==> src/phf_regs.vh <==
// What this block does
// - Halt command rising edge stops pulse output of selected axis at once.
// - Halt sets the selected axis stopped flag.
// - Halt loads fault code 481 into the selected axis.
// - Halt inhibits axis output and clears its homed state.
// - Channel select 0 means axis X, 1 means axis Y.
// - Any other channel select sets operand fault and skips the command.
// - Fault clear rising edge clears the selected axis fault code.
// - Release option zero clears fault code only, inhibit stays.
// - Nonzero 16-bit release option also lifts the output inhibit.
// - Position preset sets the axis homed flag.
`ifndef PHF_REGS_VH
`define PHF_REGS_VH

// ****************************************************************
// Register map
// ****************************************************************
`define PHF_CTRL_OFS      12'h000
`define PHF_CMD_OFS       12'h004
`define PHF_STAT_OFS      12'h008
`define PHF_FAULT_OFS     12'h00C
`define PHF_IRQ_STAT_OFS  12'h010
`define PHF_IRQ_MASK_OFS  12'h014

// ****************************************************************
// Fields and constants
// ****************************************************************
`define PHF_CHAN_X        16'h0000
`define PHF_CHAN_Y        16'h0001
`define PHF_HALT_CODE     16'h01E1
`define PHF_STAT_X_STOP   0
`define PHF_STAT_X_INH    1
`define PHF_STAT_X_HOME   2
`define PHF_STAT_Y_STOP   3
`define PHF_STAT_Y_INH    4
`define PHF_STAT_Y_HOME   5
`define PHF_STAT_OPFLT    6
`define PHF_IRQ_HALT      0
`define PHF_IRQ_CLEAR     1
`define PHF_IRQ_OPFLT     2
`define PHF_CMD_OPFLT_CLR 0

// ****************************************************************
// Reset values and the keep-inhibit release option
// ****************************************************************
`define PHF_FAULT_NONE    16'h0000
`define PHF_INH_KEEP      16'h0000
`define PHF_CTRL_EN_RST   1'b1

`endif

==> src/phf_halt_clear.v <==
`timescale 1ns/1ps
`include "phf_regs.vh"

module phf_halt_clear (
  // Clock and reset
  input  wire        clk_sys,
  input  wire        rst,
  // APB slave
  input  wire        psel,
  input  wire        penable,
  input  wire        pwrite,
  input  wire [11:0] paddr,
  input  wire [31:0] pwdata,
  output reg  [31:0] prdata,
  output wire        pready,
  output wire        pslverr,
  // Command inputs from the sequence program
  input  wire        halt_command,
  input  wire        fault_clear_command,
  input  wire        preset_command,
  input  wire [15:0] motion_channel_select,
  input  wire [15:0] inhibit_release_option,
  // Pulse enables from the motion generator
  input  wire        x_pulse_req,
  input  wire        y_pulse_req,
  // Axis outputs
  output reg         x_pulse_en,
  output reg         y_pulse_en,
  output reg         x_stopped_flag,
  output reg         y_stopped_flag,
  output reg         x_homed_flag,
  output reg         y_homed_flag,
  output reg         operand_fault_flag,
  output reg  [15:0] x_fault_code,
  output reg  [15:0] y_fault_code,
  output wire        irq
);

  // ****************************************************************
  // Command edge detection
  // ****************************************************************
  reg        halt_d_reg;
  reg        clr_d_reg;
  reg        prs_d_reg;
  reg        x_inhibit_reg;
  reg        y_inhibit_reg;
  reg  [2:0] irq_stat_reg;
  reg  [2:0] irq_mask_reg;
  reg        en_reg;

  // Rising edge of a command condition against its last sample
  function rise_of;
    input cur;
    input prev;
    begin
      rise_of = cur & ~prev;
    end
  endfunction

  wire halt_rise = rise_of(halt_command, halt_d_reg);
  wire clr_rise  = rise_of(fault_clear_command, clr_d_reg);
  wire prs_rise  = rise_of(preset_command, prs_d_reg);
  wire any_rise  = halt_rise | clr_rise | prs_rise;

  wire sel_x   = motion_channel_select == `PHF_CHAN_X;
  wire sel_y   = motion_channel_select == `PHF_CHAN_Y;
  wire sel_bad = ~sel_x & ~sel_y;
  wire go      = en_reg & any_rise;

  wire halt_x = go & halt_rise & sel_x;
  wire halt_y = go & halt_rise & sel_y;
  wire clr_x  = go & clr_rise & sel_x;
  wire clr_y  = go & clr_rise & sel_y;
  wire prs_x  = go & prs_rise & sel_x;
  wire prs_y  = go & prs_rise & sel_y;
  wire release_inh = inhibit_release_option != `PHF_INH_KEEP;

  // ****************************************************************
  // APB decode
  // ****************************************************************
  wire wr_acc = psel & penable & pwrite;
  wire known  = paddr == `PHF_CTRL_OFS || paddr == `PHF_CMD_OFS ||
                paddr == `PHF_STAT_OFS || paddr == `PHF_FAULT_OFS ||
                paddr == `PHF_IRQ_STAT_OFS || paddr == `PHF_IRQ_MASK_OFS;
  assign pready  = 1'b1;
  assign pslverr = psel & penable & ~known;

  wire opflt_clr = wr_acc & paddr == `PHF_CMD_OFS & pwdata[`PHF_CMD_OPFLT_CLR];
  wire irq_w1c   = wr_acc & paddr == `PHF_IRQ_STAT_OFS;
  wire [2:0] irq_ev = {go & sel_bad, clr_x | clr_y, halt_x | halt_y};

  assign irq = |(irq_stat_reg & irq_mask_reg);

  // ****************************************************************
  // Axis state
  // ****************************************************************
  always @(posedge clk_sys) begin
    if (rst) begin
      halt_d_reg         <= 1'b0;
      clr_d_reg          <= 1'b0;
      prs_d_reg          <= 1'b0;
      x_inhibit_reg      <= 1'b0;
      y_inhibit_reg      <= 1'b0;
      x_pulse_en         <= 1'b0;
      y_pulse_en         <= 1'b0;
      x_stopped_flag     <= 1'b0;
      y_stopped_flag     <= 1'b0;
      x_homed_flag       <= 1'b0;
      y_homed_flag       <= 1'b0;
      operand_fault_flag <= 1'b0;
      x_fault_code       <= `PHF_FAULT_NONE;
      y_fault_code       <= `PHF_FAULT_NONE;
      irq_stat_reg       <= 3'h0;
      irq_mask_reg       <= 3'h0;
      en_reg             <= `PHF_CTRL_EN_RST;
      prdata             <= 32'h00000000;
    end else begin
      halt_d_reg <= halt_command;
      clr_d_reg  <= fault_clear_command;
      prs_d_reg  <= preset_command;

      if (halt_x) begin
        x_stopped_flag <= 1'b1;
        x_fault_code   <= `PHF_HALT_CODE;
        x_inhibit_reg  <= 1'b1;
        x_homed_flag   <= 1'b0;
      end else if (clr_x) begin
        x_fault_code <= `PHF_FAULT_NONE;
        if (release_inh) begin
          x_inhibit_reg  <= 1'b0;
          x_stopped_flag <= 1'b0;
        end
      end else if (prs_x) begin
        x_homed_flag <= 1'b1;
      end

      if (halt_y) begin
        y_stopped_flag <= 1'b1;
        y_fault_code   <= `PHF_HALT_CODE;
        y_inhibit_reg  <= 1'b1;
        y_homed_flag   <= 1'b0;
      end else if (clr_y) begin
        y_fault_code <= `PHF_FAULT_NONE;
        if (release_inh) begin
          y_inhibit_reg  <= 1'b0;
          y_stopped_flag <= 1'b0;
        end
      end else if (prs_y) begin
        y_homed_flag <= 1'b1;
      end

      // Pulse gating: halt cuts output in the same edge it is seen
      x_pulse_en <= x_pulse_req & ~x_inhibit_reg & ~halt_x;
      y_pulse_en <= y_pulse_req & ~y_inhibit_reg & ~halt_y;

      // Set wins over software clear
      if (go & sel_bad)
        operand_fault_flag <= 1'b1;
      else if (opflt_clr)
        operand_fault_flag <= 1'b0;

      irq_stat_reg <= (irq_stat_reg & ~(irq_w1c ? pwdata[2:0] : 3'h0)) | irq_ev;

      if (wr_acc && paddr == `PHF_IRQ_MASK_OFS)
        irq_mask_reg <= pwdata[2:0];
      if (wr_acc && paddr == `PHF_CTRL_OFS)
        en_reg <= pwdata[0];

      // Read data registered in setup phase, valid in access phase
      if (psel & ~penable & ~pwrite) begin
        case (paddr)
          `PHF_CTRL_OFS:     prdata <= {31'h0, en_reg};
          `PHF_STAT_OFS:     prdata <= {25'h0, operand_fault_flag,
                                        y_homed_flag, y_inhibit_reg, y_stopped_flag,
                                        x_homed_flag, x_inhibit_reg, x_stopped_flag};
          `PHF_FAULT_OFS:    prdata <= {y_fault_code, x_fault_code};
          `PHF_IRQ_STAT_OFS: prdata <= {29'h0, irq_stat_reg};
          `PHF_IRQ_MASK_OFS: prdata <= {29'h0, irq_mask_reg};
          default:           prdata <= 32'h00000000;
        endcase
      end
    end
  end

endmodule

==> config.mk <==
export PLATFORM = sky130hd
export DESIGN_NAME = phf_halt_clear
export DESIGN_NICKNAME = d
export VERILOG_FILES = /design/src/phf_halt_clear.v
export VERILOG_INCLUDE_DIRS = /design/src
export SDC_FILE = /design/constraint.sdc
export NUM_CORES = 1
export LEC_CHECK = 0
export ABC_AREA = 1
export BUFFER_PORTS_ARGS = -buffer_cell sky130_fd_sc_hd__buf_4
export CAP_MARGIN = 10
export CORE_UTILIZATION = 36
export CTS_BUF_LIST = sky130_fd_sc_hd__clkbuf_2
export DETAILED_ROUTE_END_ITERATION = 8
export GPL_ROUTABILITY_DRIVEN = 1
export GPL_TIMING_DRIVEN = 0
export MAX_ROUTING_LAYER = met4
export PLACE_DENSITY = 0.79
export SLEW_MARGIN = 20
export SYNTH_ARGS = -nofsm -noshare
export SYNTH_HDL_FRONTEND = slang
export SYNTH_SLANG_ARGS = --single-unit
==> constraint.sdc <==
create_clock -name clk_sys -period 1.2 [get_ports clk_sys]
set_input_delay 0.24 -clock clk_sys [delete_from_list [all_inputs] [get_ports clk_sys]]
set_output_delay 0.24 -clock clk_sys [all_outputs]
set_load 0.05 [all_outputs]
[Word level (Yosys, flattened, before mapping)]
Cells that the tools add are included.
Word-level totals
  register bits: 59
  output and inout bits: 74
  word-level logic and storage cells: 106
  bits of input ports: 86
Cells by class
  eq/ne operators: 6
  mux-type cells: 13
  reductions and logical operators: 22
  bitwise operators: 49
Operators by type and width (number)
  25-bit one-hot mux with 5 select lines: 1
  9-bit 2-to-1 mux: 4
  1-bit bitwise AND: 27
  12-bit by 4-bit equality test with 1-bit output (second input constant): 2
  12-bit by 5-bit equality test with 1-bit output (second input constant): 2
  16-bit by 1-bit equality test with 1-bit output (second input constant): 1
  16-bit zero test: 1
  16-bit nonzero test: 1
  1-bit NOT: 14
  12-bit by 3-bit equality test with 1-bit output (second input constant): 1
  12-bit zero test: 1
  2-bit nonzero test: 5
  2-bit AND reduction: 4
  1-bit 2-to-1 mux: 7
  3-bit bitwise AND: 2
  1-bit logical OR: 5
  1-bit OR: 4
  2-bit OR reduction: 2
  3-bit 2-to-1 mux: 1
  3-bit NOT: 1
  3-bit OR: 1
  3-bit OR reduction: 1
  1-bit logical AND: 2

[Logic depth before layout (Yosys ltp)]
  depth in word-level cells: 9
  depth in mapped cells: 10

[Worst setup path after synthesis]
Ideal clock, no wire load.
  path type: input port to output port
  start point: input paddr[5]
  end point: output pslverr
  cell stages on the path: 6
  setup slack: -0.794 ns
  path buffers: 0
  data required time: 0.960 ns
  arrival: 1.754 ns
  cell sequence: nor2_1 -> nand2_2 -> nor2_2 -> o21ai_0 -> nand4_1 -> nor3_1
On the way
  longest elaborated chain between the ends: 8
RTL lines
  start: declaration: line phf_halt_clear.v:12  | input wire [11:0] paddr,
  12-bit by 3-bit equality test with 1-bit output (no line) / 12-bit zero test (equally long branches)
  1-bit logical OR (no line) (4 in series)
  1-bit logical OR (no line) *
  1-bit NOT *: line phf_halt_clear.v:86  | assign pslverr = psel & penable & ~known;
  1-bit bitwise AND *: line phf_halt_clear.v:86
  end: declaration: line phf_halt_clear.v:16  | output wire pslverr,
Mark *: on every way between the ends. The rest lies on a longest branch, timed or not.

[Worst setup path in the final report]
  start point: input paddr[2]
  end point: output pslverr
The elaborated chain is that of the path after synthesis.

==> run summary <==
The run finished, with violations left. The checks that failed: negative setup slack. From synthesis to final layout, the design area changed by 81.95%. Summing over every cut layer, the via total after detailed routing is 2171. Setup repair after global routing could not meet its margin everywhere.

Ranked by instance count, the synthesized netlist is headed by 55 x sky130_fd_sc_hd__buf_4, 46 x sky130_fd_sc_hd__nand2_1, 32 x sky130_fd_sc_hd__nor2_1. The post-placement cell count is 476. The synthesized design spends more area on one cell type than any other, namely sky130_fd_sc_hd__dfxtp_1. Yosys mapped the design onto 30 distinct sky130hd cell types. Summed over all cells, the static leakage comes to 1.796 nW.

The count of endpoints failing hold in the final timing report is 0. CTS root buffer: sky130_fd_sc_hd__clkbuf_2. Power density relative to cell area: 615.6 mW/mm². The tools report the sort of element at the end of the critical path as an output pin. The clock skew after layout is 18.52 ps, and the post-synthesis instance area is 0.001921 mm².

Most common cell in the netlist: sky130_fd_sc_hd__buf_4. The share of the synthesized area in the top cell type works out to 0.2814. The run gives 522 as the final layout net count. Dividing the detail-routed wire length by the instance count gives 10.86 µm.

Detailed-route wire length: 5486 µm. The final routed DRC violation total is 0. TritonCTS built the clock tree. The deepest level of the CTS H-tree was 1; the register bit total from synthesis was 27. STA classifies the critical path startpoint as an input port. Averaged over all synthesized cells, the footprint is 6.884 µm².

The initial detailed-routing violation count is 69. The number of antenna diodes in the final layout is 0. The residual antenna-violating net count after detailed routing was 0; the final weighted congestion of routability-driven global placement was 0.7838. The die height came out at 75.04 µm. The maximum number of pins on one net before global-route repair is 17.

Summed over all nets, the half-perimeter wirelength after detailed placement is 3769 µm. Total overflow reported by the global router: 0. The number of enable-type register cells in the synthesized netlist works out to 0.

After clock tree synthesis, the clock-pin slew on the worst setup and hold paths is 240 ps. The least setup slack across all paths after layout was -276.2 ps. Of all nets on the critical path, the largest fanout is 4.

Port buffering added 88 buffers. For the global-route usage over all layers, the log shows 0.1791. The post-route non-filler standard cell count was 505; the total power of the final layout was 2.151 mW. The tools report the count of hold buffers inserted by post-cts repair as 0. At the worst endpoint, the arrival time is 1240 ps.

The first-pass GRT wire length was 7583 µm; the post-route clock period utilization was 1.230. Counting every sink on the clock net gives 27. The slack of the worst reg-to-reg path is 110 ps. The share of the yosys chip area belonging to registers is 0.2814, and the total core area is 0.005107 mm². The worst-case IR drop observed on VDD is 305.6 µV. The tools report the starting density of the core as 0.3760.

The final-report setup violation count was 19; the headroom to the max-slew limit was 0.6413. The routed via count divided by cell count is 4.299. For the number of global-route vias before repair, the log shows 1850.

The tightest min-delay check is of the input port to flop type. The total of max-cap violations is 0, and the x dimension of the die is 75.04 µm. In the synthesized netlist the dominant register cell turns out to be sky130_fd_sc_hd__dfxtp_1. The register with the most flip-flops in the layout has 8 of them.

The area of the die is 0.005631 mm². The share of async-settable or async-resettable flops after synthesis was 0; the max-slew violation count was 0. For this run, the number of Yosys warnings is 0. Number of CTS-inserted buffers: 3.

The run gives 26 as the number of core rows. By area the synthesized netlist is led by sky130_fd_sc_hd__dfxtp_1 28%, sky130_fd_sc_hd__buf_4 21%, sky130_fd_sc_hd__nand2_1 9.0%, sky130_fd_sc_hd__nor2_1 6.3%, sky130_fd_sc_hd__a21oi_1 4.7%. For this run, the detailed router's first-pass iteration total came to 4.

Synthesis handed over a netlist of 279 instances. The post-layout minimum cycle time is 1476 ps. For the worst setup path, the data required time is 960 ps. 160 I/O pins were placed. The clock passes through at most 2 buffers.

The worst setup path is of the input port to output pin kind. The logs give 0 for the number of antenna violations at the first check in global routing and 360 ps for the insertion delay of the later-clocked pin in the worst-skew pair. Derived from the worst setup path, the maximum achievable clock frequency is 677.4 MHz. Proportion of layout cells with a drive suffix above 1: 0.5724. For the pin with the worst max-slew slack, the measured transition is 538.1 ps.
==> where the power goes <==
| group | switching [mW] | internal [mW] | total (mW) | leakage [nW] |
|---|---|---|---|---|
| clock | 0.278 | 0.0773 | 0.355 | 0.0126 |
| combinational | 0.532 | 0.344 | 0.876 | 1.55 |
| sequential | 0.0140 | 0.906 | 0.920 | 0.231 |
==> per-layer routing <==
metal  GRT usage  vias to the layer above  part of all wire
li1            -                     1096                 -
met1      0.1979                      954              0.39
met2      0.3403                      109              0.53
met3     0.02008                       12             0.069
met4     0.04193                        0             0.014
met5           -                        -                 0
==> worst paths after layout <==
| kind | depth (start not counted) | startpoint | end |
|---|---|---|---|
| worst min-delay path | 3 | halt_command | halt_d_reg |
| worst max register to register | 4 | prs_d_reg | irq_stat_reg[2] |
| worst max-delay path | 9 | paddr[2] | pslverr |
| worst min register to register | 2 | prdata[5] | prdata[5] |
==> what timing repair did <==
action | in CTS | in global routing
gates resized for setup | 82 | 63
pin swaps | 7 | 21
buffers inserted | 17 | 8
setup endpoints to repair | 29 | 36
==> worst max-delay path, cell delays in order <==
cell	delay (ps)
sky130_fd_sc_hd__buf_8	100
sky130_fd_sc_hd__nand2_2	60
sky130_fd_sc_hd__inv_2	40
sky130_fd_sc_hd__nand2_4	60
sky130_fd_sc_hd__nor2_4	40
sky130_fd_sc_hd__o21ai_1	120
sky130_fd_sc_hd__nand4_1	160
sky130_fd_sc_hd__nor3_4	220
sky130_fd_sc_hd__buf_6	180
==> metrics by stage <==
stage	worst slack (ps)	TNS (ps)	utilization	hold WS, ps	cell area, µm²
after floorplan	-217.6	-217.6	-	347.0	2082
after global placement	-363.2	-2579	0.5541	457.3	2830
after detailed placement	-371.3	-3242	0.5541	461.6	2830
after global routing	-315.9	-3004	0.6842	51.74	3495
final	-276.2	-1930	0.6842	75.97	3495
after CTS	-259.0	-1953	0.6340	50.02	3238
==> cell type report <==
cell class	instances	area, µm²
clock buffers	3	15.01
multi-input cells	203	1092
flip-flops and latches	27	584.3
well taps	70	87.58
inverters	31	131.4
clock inverters	1	7.507
plain buffers	57	473.0
fillers	413	1613
repair buffers	113	1104
==> kinds of logic (layout without fill, tap and decap cells) <==
| kind of cell | after synthesis | count (layout) | synth area share |
|---|---|---|---|
| flops | 27 | 27 | 0.2814 |
| buf+inv | 88 | 205 | 0.2808 |
| compound gates | 37 | 37 | 0.1101 |
| simple gates | 125 | 125 | 0.3238 |
| other cells | 2 | 41 | 0.003910 |
==> placed cells by master, fill, tap and decap left out, types with 2 or more instances in the layout <==
| cell | netlist | routed |
|---|---|---|
| sky130_fd_sc_hd__nand3_1 | 15 | 14 |
| sky130_fd_sc_hd__nor2_1 | 32 | 26 |
| sky130_fd_sc_hd__buf_4 | 55 | 112 |
| sky130_fd_sc_hd__inv_2 | 5 | 6 |
| sky130_fd_sc_hd__inv_1 | 24 | 20 |
| sky130_fd_sc_hd__clkbuf_1 | 2 | 2 |
| sky130_fd_sc_hd__nor2_4 | 4 | 9 |
| sky130_fd_sc_hd__nand2_1 | 46 | 40 |
| sky130_fd_sc_hd__nor2_2 | 6 | 7 |
| sky130_fd_sc_hd__inv_4 | 1 | 2 |
| sky130_fd_sc_hd__nand4_1 | 3 | 3 |
| sky130_fd_sc_hd__conb_1 | 2 | 41 |
| sky130_fd_sc_hd__o21ai_0 | 8 | 5 |
| sky130_fd_sc_hd__nand3_2 | 3 | 4 |
| sky130_fd_sc_hd__a21oi_2 | 3 | 3 |
| sky130_fd_sc_hd__a21oi_1 | 18 | 18 |
| sky130_fd_sc_hd__nand2_2 | 9 | 9 |
| sky130_fd_sc_hd__nor3b_1 | 2 | 2 |
| sky130_fd_sc_hd__clkinv_4 | 0 | 2 |
| sky130_fd_sc_hd__clkbuf_2 | 0 | 3 |
| sky130_fd_sc_hd__dfxtp_1 | 27 | 4 |
| sky130_fd_sc_hd__dfxtp_2 | 0 | 17 |
| sky130_fd_sc_hd__o21ai_1 | 4 | 6 |
| sky130_fd_sc_hd__nand2_4 | 0 | 6 |
| sky130_fd_sc_hd__buf_6 | 0 | 30 |
| sky130_fd_sc_hd__buf_8 | 0 | 26 |
| sky130_fd_sc_hd__dfxtp_4 | 0 | 6 |
No activity file was read; power rests on OpenSTA's default activity.
